<file path="config.mk">
export PLATFORM = sky130hd
export DESIGN_NAME = pc_card_status_change_irq
export DESIGN_NICKNAME = d
export VERILOG_FILES = /design/src/pcc_irq_pkg.sv /design/src/pc_card_status_change_irq.sv
export VERILOG_INCLUDE_DIRS = /design/src
export SDC_FILE = /design/constraint.sdc
export NUM_CORES = 1
export LEC_CHECK = 0
export ABC_CLOCK_PERIOD_IN_PS = 3300
export BUFFER_PORTS_ARGS = -buffer_cell sky130_fd_sc_hd__buf_4
export CELL_PAD_IN_SITES_DETAIL_PLACEMENT = 1
export CELL_PAD_IN_SITES_GLOBAL_PLACEMENT = 2
export CORE_MARGIN = 1
export CORE_UTILIZATION = 28
export DETAILED_ROUTE_END_ITERATION = 10
export GPL_TIMING_DRIVEN = 0
export PLACE_DENSITY = 0.8
export SETUP_SLACK_MARGIN = 0.15
export SLEW_MARGIN = 20
export SYNTH_ARGS = -nofsm -noshare
export SYNTH_HDL_FRONTEND = slang
export SYNTH_SLANG_ARGS = --single-unit
</file>
<file path="constraint.sdc">
create_clock -name CLK -period 3.3 [get_ports CLK]
set_input_delay 0.495 -clock CLK [delete_from_list [all_inputs] [get_ports CLK]]
set_output_delay 0.495 -clock CLK [all_outputs]
set_load 0.05 [all_outputs]
</file>
<file path="src/pcc_irq_map.svh">
// Register offsets, field positions and reset values of the card status block.
`ifndef PCC_IRQ_MAP_SVH
`define PCC_IRQ_MAP_SVH

`define PCC_FLAGS_OFFSET      8'h00
`define PCC_ENABLE_OFFSET     8'h04

`define PCC_FLAGS_RESET       8'h00
`define PCC_ENABLE_RESET      8'h00

`define PCC_BIT_SOFT_DETECT   7
`define PCC_BIT_REINIT        7
`define PCC_BIT_DETECT        3
`define PCC_BIT_READY         2
`define PCC_BIT_WARN          1
`define PCC_BIT_DEAD          0

`define PCC_HW_FLAG_MASK      8'h0f
`define PCC_IMPL_MASK         8'h8f

`endif

</file>
<file path="src/pcc_irq_pkg.sv">
// Types shared by the card status change interrupt block.
package pcc_irq_pkg;

    typedef logic [7:0] byte_reg_t;

    typedef enum logic [1:0]
    {
        RESP_OKAY   = 2'b00,
        RESP_SLVERR = 2'b10
    } axi_resp_e;

endpackage : pcc_irq_pkg

</file>
<file path="src/pc_card_status_change_irq.sv">
// Card status change detection, interrupt gating and register slave.
//
// Summary of operation
// - Only card pin events set status flags; software may set only bit 7.
// - Status flags clear on power-on reset only, held otherwise.
// - Writing 1 to bit 7 raises the detect interrupt when enable bit 3 set.
// - Reserved bits 6 to 4 read zero; software writes zero there.
// - Detect change flag sets whenever either card-detect pin changes.
// - Writing 0 clears a hardware flag; writing 1 leaves it.
// - Memory card: ready flag sets only on ready pin rising 0 to 1.
// - On an I/O card the ready flag reads as zero.
// - Warning flag sets when second battery pin 0 and first pin 1.
// - Dead flag sets when first battery pin is 0.
// - Battery flags re-evaluated whenever either battery pin changes.
// - Enable bits 3 to 0 each pass their status interrupt when 1, block when 0.
// - Enable register clears on power-on reset only, held otherwise.
// - Enable bit 7 with a card inserted reinitialises the general control.
// - Enable bit 3 gates the card-detect change interrupt.
// - Memory card: enable bit 2 gates the ready rising interrupt.
// - Memory card: enable bit 1 gates the battery warning interrupt.
// - Enable bit 0 gates the battery dead interrupt.
//
// Register access over AXI4-Lite and the register addresses were chosen for this implementation.
`timescale 1ns/1ps
`include "pcc_irq_map.svh"

module pc_card_status_change_irq
    import pcc_irq_pkg::*;
#(
    parameter int ADDR_W = 8
)
(
    // Clock and power-on reset.
    input  wire logic              CLK,
    input  wire logic              RSTN,

    // AXI4-Lite write address channel.
    input  wire logic [ADDR_W-1:0] S_AXI_AWADDR,
    input  wire logic              S_AXI_AWVALID,
    output      logic              S_AXI_AWREADY,

    // AXI4-Lite write data channel.
    input  wire logic [31:0]       S_AXI_WDATA,
    input  wire logic [3:0]        S_AXI_WSTRB,
    input  wire logic              S_AXI_WVALID,
    output      logic              S_AXI_WREADY,

    // AXI4-Lite write response channel.
    output      logic [1:0]        S_AXI_BRESP,
    output      logic              S_AXI_BVALID,
    input  wire logic              S_AXI_BREADY,

    // AXI4-Lite read address channel.
    input  wire logic [ADDR_W-1:0] S_AXI_ARADDR,
    input  wire logic              S_AXI_ARVALID,
    output      logic              S_AXI_ARREADY,

    // AXI4-Lite read data channel.
    output      logic [31:0]       S_AXI_RDATA,
    output      logic [1:0]        S_AXI_RRESP,
    output      logic              S_AXI_RVALID,
    input  wire logic              S_AXI_RREADY,

    // Card socket pins, active-low card detect as on the socket.
    input  wire logic              CARD_DETECT1_N,
    input  wire logic              CARD_DETECT2_N,
    input  wire logic              CARD_READY,
    input  wire logic              CARD_BATTERY1,
    input  wire logic              CARD_BATTERY2,
    input  wire logic              IO_CARD_MODE,

    // Interrupt request and general control reinitialise pulse.
    output      logic              CARD_IRQ,
    output      logic              GENERAL_CONTROL_REINIT
);

    ////////////////////////////////////////////////////////////////////////
    // Address decode.

    typedef enum logic [2:0]
    {
        SEL_FLAGS  = 3'b001,
        SEL_ENABLE = 3'b010,
        SEL_NONE   = 3'b100
    } reg_sel_e;

    function automatic reg_sel_e decode(input logic [ADDR_W-1:0] addr);
        reg_sel_e sel;
        if (addr == ADDR_W'(`PCC_FLAGS_OFFSET))
            sel = SEL_FLAGS;
        else if (addr == ADDR_W'(`PCC_ENABLE_OFFSET))
            sel = SEL_ENABLE;
        else
            sel = SEL_NONE;
        return sel;
    endfunction : decode

    ////////////////////////////////////////////////////////////////////////
    // Storage.

    byte_reg_t             flags_reg;
    byte_reg_t             flags_next;
    byte_reg_t             enable_reg;
    byte_reg_t             flags_view;
    logic                  primed_reg;
    logic                  det1_prev_reg;
    logic                  det2_prev_reg;
    logic                  ready_prev_reg;
    logic                  bat1_prev_reg;
    logic                  bat2_prev_reg;
    logic                  reinit_reg;
    logic                  irq_reg;

    logic                  aw_held_reg;
    logic [ADDR_W-1:0]     aw_addr_reg;
    logic                  w_held_reg;
    logic [31:0]           w_data_reg;
    logic [3:0]            w_strb_reg;
    logic                  bvalid_reg;
    axi_resp_e             bresp_reg;
    logic                  rvalid_reg;
    logic [31:0]           rdata_reg;
    axi_resp_e             rresp_reg;

    logic                  write_fire;
    reg_sel_e              write_sel;
    logic                  flags_wr;
    logic                  enable_wr;
    logic                  detect_change;
    logic                  ready_rise;
    logic                  battery_eval;
    logic                  card_present;
    byte_reg_t             set_events;

    ////////////////////////////////////////////////////////////////////////
    // Pin sampling and event detection.

    // The first cycle after reset flags no detect or ready change, so a card that is
    // already seated does not look like a fresh change.
    always_ff @(posedge CLK or negedge RSTN)
    begin
        if (!RSTN)
        begin
            primed_reg     <= 1'b0;
            det1_prev_reg  <= 1'b1;
            det2_prev_reg  <= 1'b1;
            ready_prev_reg <= 1'b0;
            bat1_prev_reg  <= 1'b0;
            bat2_prev_reg  <= 1'b0;
        end
        else
        begin
            primed_reg     <= 1'b1;
            det1_prev_reg  <= CARD_DETECT1_N;
            det2_prev_reg  <= CARD_DETECT2_N;
            ready_prev_reg <= CARD_READY;
            bat1_prev_reg  <= CARD_BATTERY1;
            bat2_prev_reg  <= CARD_BATTERY2;
        end
    end

    assign detect_change = primed_reg &&
                           ((CARD_DETECT1_N != det1_prev_reg) ||
                            (CARD_DETECT2_N != det2_prev_reg));
    assign ready_rise    = primed_reg && !IO_CARD_MODE &&
                           CARD_READY && !ready_prev_reg;
    // Battery state is judged once on the first sample and then on change.
    assign battery_eval  = !primed_reg ||
                           (CARD_BATTERY1 != bat1_prev_reg) ||
                           (CARD_BATTERY2 != bat2_prev_reg);
    assign card_present  = !CARD_DETECT1_N && !CARD_DETECT2_N;

    always_comb
    begin
        set_events = 8'h00;
        set_events[`PCC_BIT_DETECT] = detect_change;
        set_events[`PCC_BIT_READY]  = ready_rise;
        set_events[`PCC_BIT_WARN]   = battery_eval && CARD_BATTERY1 &&
                                      !CARD_BATTERY2;
        set_events[`PCC_BIT_DEAD]   = battery_eval && !CARD_BATTERY1;
    end

    ////////////////////////////////////////////////////////////////////////
    // AXI4-Lite write path.

    assign write_fire = aw_held_reg && w_held_reg && !bvalid_reg;
    assign write_sel  = decode(aw_addr_reg);
    assign flags_wr   = write_fire && (write_sel == SEL_FLAGS) &&
                        w_strb_reg[0];
    assign enable_wr  = write_fire && (write_sel == SEL_ENABLE) &&
                        w_strb_reg[0];

    assign S_AXI_AWREADY = !aw_held_reg && !bvalid_reg;
    assign S_AXI_WREADY  = !w_held_reg && !bvalid_reg;
    assign S_AXI_BVALID  = bvalid_reg;
    assign S_AXI_BRESP   = bresp_reg;

    always_ff @(posedge CLK or negedge RSTN)
    begin
        if (!RSTN)
        begin
            aw_held_reg <= 1'b0;
            aw_addr_reg <= '0;
        end
        else if (S_AXI_AWVALID && S_AXI_AWREADY)
        begin
            aw_held_reg <= 1'b1;
            aw_addr_reg <= S_AXI_AWADDR;
        end
        else if (write_fire)
        begin
            aw_held_reg <= 1'b0;
        end
    end

    always_ff @(posedge CLK or negedge RSTN)
    begin
        if (!RSTN)
        begin
            w_held_reg <= 1'b0;
            w_data_reg <= 32'h0000_0000;
            w_strb_reg <= 4'h0;
        end
        else if (S_AXI_WVALID && S_AXI_WREADY)
        begin
            w_held_reg <= 1'b1;
            w_data_reg <= S_AXI_WDATA;
            w_strb_reg <= S_AXI_WSTRB;
        end
        else if (write_fire)
        begin
            w_held_reg <= 1'b0;
        end
    end

    always_ff @(posedge CLK or negedge RSTN)
    begin
        if (!RSTN)
        begin
            bvalid_reg <= 1'b0;
            bresp_reg  <= RESP_OKAY;
        end
        else if (write_fire)
        begin
            bvalid_reg <= 1'b1;
            bresp_reg  <= (write_sel == SEL_NONE) ? RESP_SLVERR : RESP_OKAY;
        end
        else if (S_AXI_BREADY)
        begin
            bvalid_reg <= 1'b0;
        end
    end

    ////////////////////////////////////////////////////////////////////////
    // Status and enable registers.

    // A pin event in the same cycle as a clearing write keeps its flag set.
    always_comb
    begin
        flags_next = flags_reg;
        if (flags_wr)
        begin
            flags_next = flags_reg & w_data_reg[7:0] &
                         `PCC_HW_FLAG_MASK;
            flags_next[`PCC_BIT_SOFT_DETECT] =
                w_data_reg[`PCC_BIT_SOFT_DETECT];
        end
        flags_next = (flags_next | set_events) & `PCC_IMPL_MASK;
    end

    // Only the power-on reset reaches these flip-flops.
    always_ff @(posedge CLK or negedge RSTN)
    begin
        if (!RSTN)
            flags_reg <= `PCC_FLAGS_RESET;
        else
            flags_reg <= flags_next;
    end

    always_ff @(posedge CLK or negedge RSTN)
    begin
        if (!RSTN)
            enable_reg <= `PCC_ENABLE_RESET;
        else if (enable_wr)
            enable_reg <= w_data_reg[7:0] & `PCC_IMPL_MASK;
    end

    // The ready flag is hidden while the socket runs as an I/O card.
    always_comb
    begin
        flags_view = flags_reg;
        if (IO_CARD_MODE)
            flags_view[`PCC_BIT_READY] = 1'b0;
    end

    ////////////////////////////////////////////////////////////////////////
    // Interrupt and general control reinitialise.

    always_ff @(posedge CLK or negedge RSTN)
    begin
        if (!RSTN)
        begin
            irq_reg <= 1'b0;
        end
        else
        begin
            irq_reg <= (enable_reg[`PCC_BIT_DETECT] &&
                        (flags_reg[`PCC_BIT_DETECT] ||
                         flags_reg[`PCC_BIT_SOFT_DETECT]))
                    || (enable_reg[`PCC_BIT_READY] &&
                        flags_view[`PCC_BIT_READY])
                    || (enable_reg[`PCC_BIT_WARN] &&
                        flags_reg[`PCC_BIT_WARN])
                    || (enable_reg[`PCC_BIT_DEAD] &&
                        flags_reg[`PCC_BIT_DEAD]);
        end
    end

    assign CARD_IRQ = irq_reg;

    // One pulse each time the detect pins change into the inserted state while enable bit 7 is set.
    always_ff @(posedge CLK or negedge RSTN)
    begin
        if (!RSTN)
            reinit_reg <= 1'b0;
        else
            reinit_reg <= enable_reg[`PCC_BIT_REINIT] && detect_change &&
                          card_present;
    end

    assign GENERAL_CONTROL_REINIT = reinit_reg;

    ////////////////////////////////////////////////////////////////////////
    // AXI4-Lite read path.

    assign S_AXI_ARREADY = !rvalid_reg;
    assign S_AXI_RVALID  = rvalid_reg;
    assign S_AXI_RDATA   = rdata_reg;
    assign S_AXI_RRESP   = rresp_reg;

    always_ff @(posedge CLK or negedge RSTN)
    begin
        if (!RSTN)
        begin
            rvalid_reg <= 1'b0;
            rdata_reg  <= 32'h0000_0000;
            rresp_reg  <= RESP_OKAY;
        end
        else if (S_AXI_ARVALID && S_AXI_ARREADY)
        begin
            rvalid_reg <= 1'b1;
            rresp_reg  <= RESP_OKAY;
            if (decode(S_AXI_ARADDR) == SEL_FLAGS)
            begin
                rdata_reg <= {24'h00_0000, flags_view};
            end
            else if (decode(S_AXI_ARADDR) == SEL_ENABLE)
            begin
                rdata_reg <= {24'h00_0000, enable_reg};
            end
            else
            begin
                rdata_reg <= 32'h0000_0000;
                rresp_reg <= RESP_SLVERR;
            end
        end
        else if (S_AXI_RREADY)
        begin
            rvalid_reg <= 1'b0;
        end
    end

endmodule : pc_card_status_change_irq

</file>
==> qor.yml, run 1 <==
setup_slack_ps: 1250
coreArea_um2: 6870
post-cts-setup-buffers: 0
clkTransAtPathRegs_ps: 80
synth_top_family_by_area: "multiplexers"
final_layout_size_suffix_gt1_share_pct: 44.1
die_area_um2: 7540
cts_max_path_buffers: 2
finalSetupViolations: 0
irDropWorstVdd_mv: 0.209
wl_per_cell_um: 11.4
synth_mux_area_share_pct: 14.1
grt_pass1_vias: 1478
clock_sinks: 43
grt_pass1_wl_mm: 6.84
cts_buffers: 5
dp_slack_ps: 1260
reg2reg_to: "enable_reg[0]"
max-cap-violations: 0
period_needed_ps: 2050
first_pass_iters: 4
async_flop_share_pct: 100
yosys_warnings: 0
io_pins: 108
drt_wl_total_mm: 4.01
synth.distinct_cells: 38
maxSlewHeadroom_pct: 61.1
first_iter_violations: 69
grt_use_total_pct: 11.9
insertion_delay_ps: 300
fin_skew_ps: 7.59
htreeDepth: 2
routed_via_density: 4.08
end_kind: "register"
grt_max_degree: 44
crit_path_start_kind: "register"
final_nets: 318
synth_edf_count: 0
r2r_slack_ps: 1250
drc: 0
areaGrowthSynthToFinish_pct: 34.5
worstSetupPathType: "reg2reg"
grt_overflow_total: 0
postSynthCellCount: 171
ant_nets: 0
synth_area_per_cell_um2: 11.8
start_util_pct: 29.3
fp.dieH_um: 86.8
cts_root_buf: "clkbuf_8"
io_buffers: 47
power.leakage_nw: 1.35
timing.rr.start: "aw_addr_reg[5]"
cp_data_required_time_ps: 3480
hp-class: "in2async"
final_cells: 350
fmax_mhz: 488
path_max_fanout: 5
layout_commonest_cell: "buf_4"
reg2regPathDepth: 4
cp.arrival_ps: 2230
rows: 30
tightest_slew_ps: 579
synth_xor_area_share_pct: 1.30
hpwl_mm: 3.14
num_vias: 1427
synth-simple-area-share_pct: 10.7
dp.cells: 342
cts_tree: "built"
fp.dieW_um: 86.8
cts_resized: 0
rsz0062_at_grt: "no"
diodes: 0
grt_antenna_before_repair: 0
yosysSeqAreaShare_pct: 53.5
finalSetupTns_ps: 0
finalHoldViolCount: 0
holdBufCountCts: 0
synth_ff_type: "dfrtp_1"
synth-compound-area-share_pct: 6.95
place_congestion: 0.682
outcome: "finished clean"
finalMaxSlewViolations: 0
syn_area_um2: 2020
min_period_over_period_pct: 62.1
largest_reg_flops: 8
layout_common_cells: "buf_4 (76), dfrtp_1 (41), conb_1 (30)"
synth-adder-area-share_pct: 0
ys_ff_latch: 43
finalCoreUtilization_pct: 39.5
power_density_nw_per_um2: 667
==> power by group <==
group          internal [mW]  leakage, nW  switching (mW)
Clock                  0.245       0.0612           0.180
Combinational          0.262        0.769           0.351
Sequential             0.665        0.517           0.106
==> area by class of cell <==
type / instances / area (um2)
plain buffers: 33 / 240
clock buffers: 6 / 82.6
clock inverters: 2 / 35.0
fillers: 788 / 4160
inverters: 6 / 22.5
multi-input cells: 117 / 779
flip-flops and latches: 43 / 1080
well taps: 96 / 120
repair buffers: 47 / 353
==> worst max-delay path by stage <==
stage / from / end / cells after the start
floorplan: S_AXI_BVALID / aw_addr_reg[0] / 4
global placement: aw_addr_reg[5] / flags_reg[7] / 3
detailed placement: aw_addr_reg[5] / flags_reg[7] / 3
CTS: aw_addr_reg[5] / flags_reg[7] / 3
global route: aw_addr_reg[5] / flags_reg[7] / 3
finish: aw_addr_reg[5] / enable_reg[0] / 4
==> kinds of logic (layout without fill, tap and decap cells) <==
family | count (synthesis) | count (layout)
AO/OA/AOI/OAI | 22 | 22
XOR/XNOR | 3 | 3
multiplexers | 24 | 24
AND/OR/NAND/NOR | 38 | 38
buffers and inverters | 39 | 94
flip-flops | 43 | 43
other | 2 | 30
==> per-stage QoR <==
stage / hold WS, ps / cell area (um2) / power [mW]
finish: 175 / 2710 / 1.81
CTS: 202 / 2710 / 1.84
floorplan: 199 / 2120 / 1.22
global placement: 463 / 2590 / 1.39
detailed placement: 470 / 2590 / 1.41
global route: 223 / 2710 / 1.93
==> synth_stat cells (3+ instances only) <==
library cell | instances | area, um2
dfrtp_1 | 41 | 1030
buf_4 | 29 | 218
mux2_2 | 15 | 169
nand2_1 | 11 | 41.3
o21ai_0 | 9 | 45.0
inv_1 | 6 | 22.5
nor2_1 | 6 | 22.5
mux2_4 | 5 | 75.1
mux2i_1 | 4 | 40.0
a21oi_1 | 3 | 15.0
clkbuf_1 | 3 | 11.3
nor4_1 | 3 | 18.8
==> routing by layer <==
layer / track usage (%) / part of all wire (%)
met3: 3.81 / 7.3
met5: 0 / 0
met4: 4.09 / 1.3
met1: 14.0 / 42
met2: 20.3 / 49
==> worst max-delay path, cell delays in order (launching register included) <==
cell and delay (ps):
dfrtp_1 380, or4_4 570, or4_4 530, buf_6 150, mux2_4 290
Note: power is estimated with default switching activity, not from simulation.
==> run 2: changes to the inputs <==
- ABC_CLOCK_PERIOD_IN_PS: 3300 -> 2100
- CORE_UTILIZATION: 28 -> 26
- PLACE_DENSITY: 0.8 -> 0.75
- clock period: 3.3 -> 2.1 ns (I/O delays scaled with it)
==> qor.yml, run 2 (synthesis results as in run 1) <==
outcome: "finished clean"
layout_commonest_cell: "buf_4"
maxSlewHeadroom_pct: 64.4
rsz0062_at_grt: "yes"
placed_area_um2: 2610
areaGrowthSynthToFinish_pct: 34.6
maxUsedRoutingLayer: "met4"
dr_wl_met3_um: 230
grt_pass1_vias: 1463
io_buffers: 47
clkTransAtPathRegs_ps: 80
fp.dieW_um: 90.1
multiInputGateArea_um2: 801
cts_buffers: 5
finalSetupViolations: 0
power.leakage_nw: 1.34
p_comb_share_pct: 36.1
sw_frac_of_total_pct: 36.9
hp-class: "in2async"
rows: 31
largest_reg_flops: 8
num_vias: 1421
dp.cells: 345
hpwl_mm: 3.14
tightest_slew_ps: 534
die_area_um2: 8110
holdWs_ps: 6.28
grt_antenna_before_repair: 0
finalMaxSlewViolations: 0
crit_path_start_kind: "register"
p_seq_share_pct: 44.8
power_density_nw_per_um2: 1010
drt_wl_total_mm: 3.98
fin_skew_ps: 9.70
cts_root_buf: "clkbuf_8"
grt_use_total_pct: 10.7
layout_common_cells: "buf_4 (77), dfrtp_1 (41), conb_1 (30)"
insertion_delay_ps: 290
pwr-share-clk_pct: 19.0
fmax_mhz: 494
p_int_mw: 1.74
min_period_over_period_pct: 96.4
period_needed_ps: 2020
first_iter_violations: 60
max-cap-violations: 0
holdBufCountCts: 0
htreeDepth: 2
cts_tree: "built"
place_congestion: 0.658
p_switching_mw: 1.02
num-fill-cells: 847
cts_max_path_buffers: 2
grt_pass1_wl_mm: 6.95
routed_via_density: 4.03
drc: 0
path_max_fanout: 5
end_kind: "register"
irDropWorstVdd_mv: 0.323
ant_nets: 0
finalCoreUtilization_pct: 36.8
worstSetupPathType: "reg2reg"
coreArea_um2: 7370
diodes: 0
first_pass_iters: 3
wl_met2_mm: 1.98
grt_max_degree: 44
finalHoldViolCount: 0
final_nets: 319
wirelength_met1_mm: 1.75
fin_area_um2: 2710
power_mw: 2.75
grt_overflow_total: 0
cp_data_required_time_ps: 2280
io_pins: 108
final_cells: 353
clock_sinks: 43
seqCellArea_um2: 1080
final_layout_size_suffix_gt1_share_pct: 45.3
cp.arrival_ps: 2200
start_util_pct: 27.4
fp.dieH_um: 90.1
wl_per_cell_um: 11.3
run 2: cell count changes in the layout (fill, tap and decap cells not counted), sizes merged:
cell / before / now
bufinv: 1 / 0
buf: 77 / 78
run 2: area by class of cell:
class                   instances  area share (%)
plain buffers                  33            8.85
clock buffers                   6            3.04
clock inverters                 1           0.184
inverters                       6           0.830
multi-input cells             117            29.5
flip-flops and latches         43            39.7
well taps                      99            4.56
repair buffers                 48            13.3
run 2: stage by stage:
step           TNS, ps  setup WS (ps)
6_report             0           76.0
5_1_grt              0           42.9
4_1_cts              0           57.6
3_5_place_dp     -6.41          -6.41
3_3_place_gp         0           6.95
2_1_floorplan        0            128
run 2: final timing paths:
| path | cells past startpoint | to | slack, ps | startpoint |
|---|---|---|---|---|
| worst max-delay path | 4 | enable_reg[3] | 80 | aw_addr_reg[6] |
| worst min-delay path | 1 | S_AXI_RDATA[1] | 6 | RSTN |
| worst max register to register | 4 | enable_reg[3] | 80 | aw_addr_reg[6] |
| worst min register to register | 2 | S_AXI_RDATA[2] | 480 | S_AXI_RDATA[2] |
| max in group asynchronous | 1 | det2_prev_reg | 1710 | RSTN |
| min in group CLK | 1 | ready_prev_reg | 150 | CARD_READY |
run 2: per-layer routing:
layer  GRT usage [%]  up-vias
li1                -      692
met1            12.8      684
met2            18.3       42
met3            3.38        3
met4            2.82        0
met5               0        -
run 2: what timing repair did:
| action | in CTS | in global routing |
|---|---|---|
| endpoints found under the setup margin | 6 | 6 |
| pin swaps | 1 | 1 |
| gates resized for setup | 1 | 0 |
| buffers inserted | 1 | 0 |
run 2: power groups by stage:
stage                     Sequential (mW)  Combinational (mW)  Clock, mW
after floorplan                      1.30               0.652          0
after global placement               1.24               0.967          0
final                                1.23               0.994      0.523
after detailed placement             1.26               0.989          0
after global routing                 1.27                1.08      0.585
after CTS                            1.24                1.01      0.548
run 2: critical path: stages (launching register included):
cell and delay, ps:
dfrtp_1 380, or4_4 570, or4_4 530, buf_6 150
mux2_4 290
==> run 3: changes to the inputs <==
- ABC_AREA: not set -> 1
- CAP_MARGIN: not set -> 0
- CORE_UTILIZATION: 26 -> 25
- HOLD_SLACK_MARGIN: not set -> 0.08
- PLACE_DENSITY: 0.75 -> 0.76
==> qor.yml, run 3 <==
outcome: "finished clean"
min_period_over_period_pct: 67.1
post-cts-setup-buffers: 0
grt_pass1_wl_mm: 7.89
reg2regPathDepth: 6
setup_slack_ps: 692
fmax_mhz: 710
maxSlewHeadroom_pct: 62.8
layout_commonest_cell: "buf_4"
cp_data_required_time_ps: 1780
sw_frac_of_total_pct: 37.4
synth_mux_area_share_pct: 4.68
final_cells: 420
synth_area_per_cell_um2: 8.95
grt_antenna_before_repair: 0
first_pass_iters: 4
cp.arrival_ps: 1090
crit_path_start_kind: "register"
p_comb_share_pct: 36.2
finalMaxSlewViolations: 0
min_to: "ready_prev_reg"
p_int_mw: 1.81
fin_skew_ps: 5.22
synth-compound-area-share_pct: 5.64
finalHoldViolCount: 0
power.leakage_nw: 1.55
routed_via_density: 3.93
reg2reg_to: "enable_reg[1]"
power_density_nw_per_um2: 1030
timing.rr.start: "S_AXI_BVALID"
postSynthCellCount: 233
num_vias: 1650
hpwl_mm: 3.53
first_iter_violations: 32
syn_area_um2: 2090
drt_wl_total_mm: 4.63
synth_area_leaders: "dfrtp_1 (49%), nand2_1 (12%), buf_4 (10%), nor2_1 (4.5%), mux2_4 (3.6%)"
hp-class: "in2reg"
ant_nets: 0
grt_overflow_total: 0
drc: 0
diodes: 0
async_flop_share_pct: 100
cts_buffers: 5
dp.cells: 411
worstSetupPathType: "reg2out"
pwr-share-clk_pct: 23.4
yosysTopAreaCellShare_pct: 49.2
synth-adder-area-share_pct: 0
layout_common_cells: "buf_4 (77), nand2_1 (64), dfrtp_1 (41)"
finalSetupTns_ps: 0
yosysSeqAreaShare_pct: 51.7
clock_sinks: 43
cts_tree: "built"
clkTransAtPathRegs_ps: 80
ys_ff_latch: 43
holdWs_ps: 135
wl_per_cell_um: 11.0
tightest_slew_ps: 559
synth_edf_count: 0
synth_xor_area_share_pct: 1.26
coreArea_um2: 7890
grt_max_degree: 44
synth.distinct_cells: 25
synth_top_family_by_area: "simple AND/OR/NAND/NOR gates"
grt_pass1_vias: 1766
start_util_pct: 26.4
synth_ff_type: "dfrtp_1"
end_kind: "output port"
final_nets: 382
yosys_warnings: 0
yosysMostFrequentCell: "nand2_1"
cts_max_path_buffers: 2
areaGrowthSynthToFinish_pct: 34.7
io_buffers: 48
period_needed_ps: 1410
finalSetupViolations: 0
rsz0062_at_grt: "no"
num-fill-cells: 944
r2r_slack_ps: 790
irDropWorstVdd_mv: 0.283
worstHoldPathCells: 1
grt_use_total_pct: 11.6
fp.dieH_um: 93.3
max-cap-violations: 0
p_seq_share_pct: 40.4
synth-simple-area-share_pct: 21.9
finalCoreUtilization_pct: 35.6
path_max_fanout: 4
largest_reg_flops: 8
p_switching_mw: 1.08
final_layout_size_suffix_gt1_share_pct: 33.3
place_congestion: 0.722
dp_slack_ps: 790
fp.dieW_um: 93.3
io_pins: 108
insertion_delay_ps: 300
htreeDepth: 2
synth_common_cells: "nand2_1 (64), dfrtp_1 (41), buf_4 (29)"
die_area_um2: 8710
rows: 32
cts_resized: 0
cts_root_buf: "clkbuf_8"
synth_area_leader_cell: "dfrtp_1"
min_from: "CARD_READY"
-- run 3: cell types whose count changed in the layout (fill, tap and decap cells not counted), moves of 4 or more --
cell,before,now
nand2_1,11,64
nor2_1,4,24
mux2_2,15,1
inv_1,6,18
nand3_1,2,13
a21oi_1,3,8
mux2i_1,4,0
o21ai_2,0,4
-- run 3: worst max-delay path, cell delays in order, from the launching register on --
cell and delay, ps:
dfrtp_1 430, nor2_2 150, buf_4 210
-- run 3: kinds of logic (layout without fill, tap and decap cells) --
family                 count (synthesis)  count (layout)
buffers and inverters                 49             106
AND/OR/NAND/NOR                      109             109
multiplexers                           7               7
other                                  2              30
AO/OA/AOI/OAI                         20              20
flip-flops                            43              43
XOR/XNOR                               3               3
-- run 3: cell type report --
cell class | instances | area (um2) | share of cell area [%]
Clock buffer | 6 | 82.6 | 2.94
Tap cell | 102 | 128 | 4.54
Inverter | 18 | 67.6 | 2.41
Clock inverter | 2 | 35.0 | 1.25
Timing Repair Buffer | 49 | 370 | 13.2
Buffer | 31 | 234 | 8.33
Multi-Input combinational cell | 169 | 813 | 29.0
Sequential cell | 43 | 1080 | 38.4
-- run 3: power by group through the flow --
stage	Combinational (mW)	Sequential [mW]	Clock [mW]
after floorplan	0.700	1.26	0
after global placement	1.03	1.18	0
after detailed placement	1.05	1.19	0
after CTS	1.06	1.17	0.702
after global routing	1.15	1.20	0.731
final	1.04	1.17	0.675
-- run 3: worst max path at each step --
stage	from	endpoint	slack, ps	depth (start not counted)
final	w_held_reg	S_AXI_WREADY	690	2
after global routing	w_held_reg	S_AXI_WREADY	640	2
after CTS	S_AXI_BVALID	S_AXI_AWREADY	670	2
after detailed placement	S_AXI_BVALID	enable_reg[2]	790	6
after global placement	S_AXI_BVALID	enable_reg[2]	810	6
after floorplan	S_AXI_BVALID	aw_addr_reg[1]	280	4
-- run 3: metrics by stage --
step / instance area, um2 / total power [mW]
global placement: 2680 / 2.21
finish: 2810 / 2.89
floorplan: 2190 / 1.96
detailed placement: 2680 / 2.24
CTS: 2810 / 2.93
global route: 2810 / 3.08
-- run 3: timing repair --
item,CTS,global route
hold buffers,1,0
endpoints found under the setup margin,0,0
hold endpoints to repair,41,0
-- run 3: metal layers --
metal	part of all wire, %	routed length (um)	GRT usage, %
met1	43	2000	13.2
met2	50	2290	20.9
met3	5.7	265	2.93
met4	1.6	72	4.23
met5	0	0	0
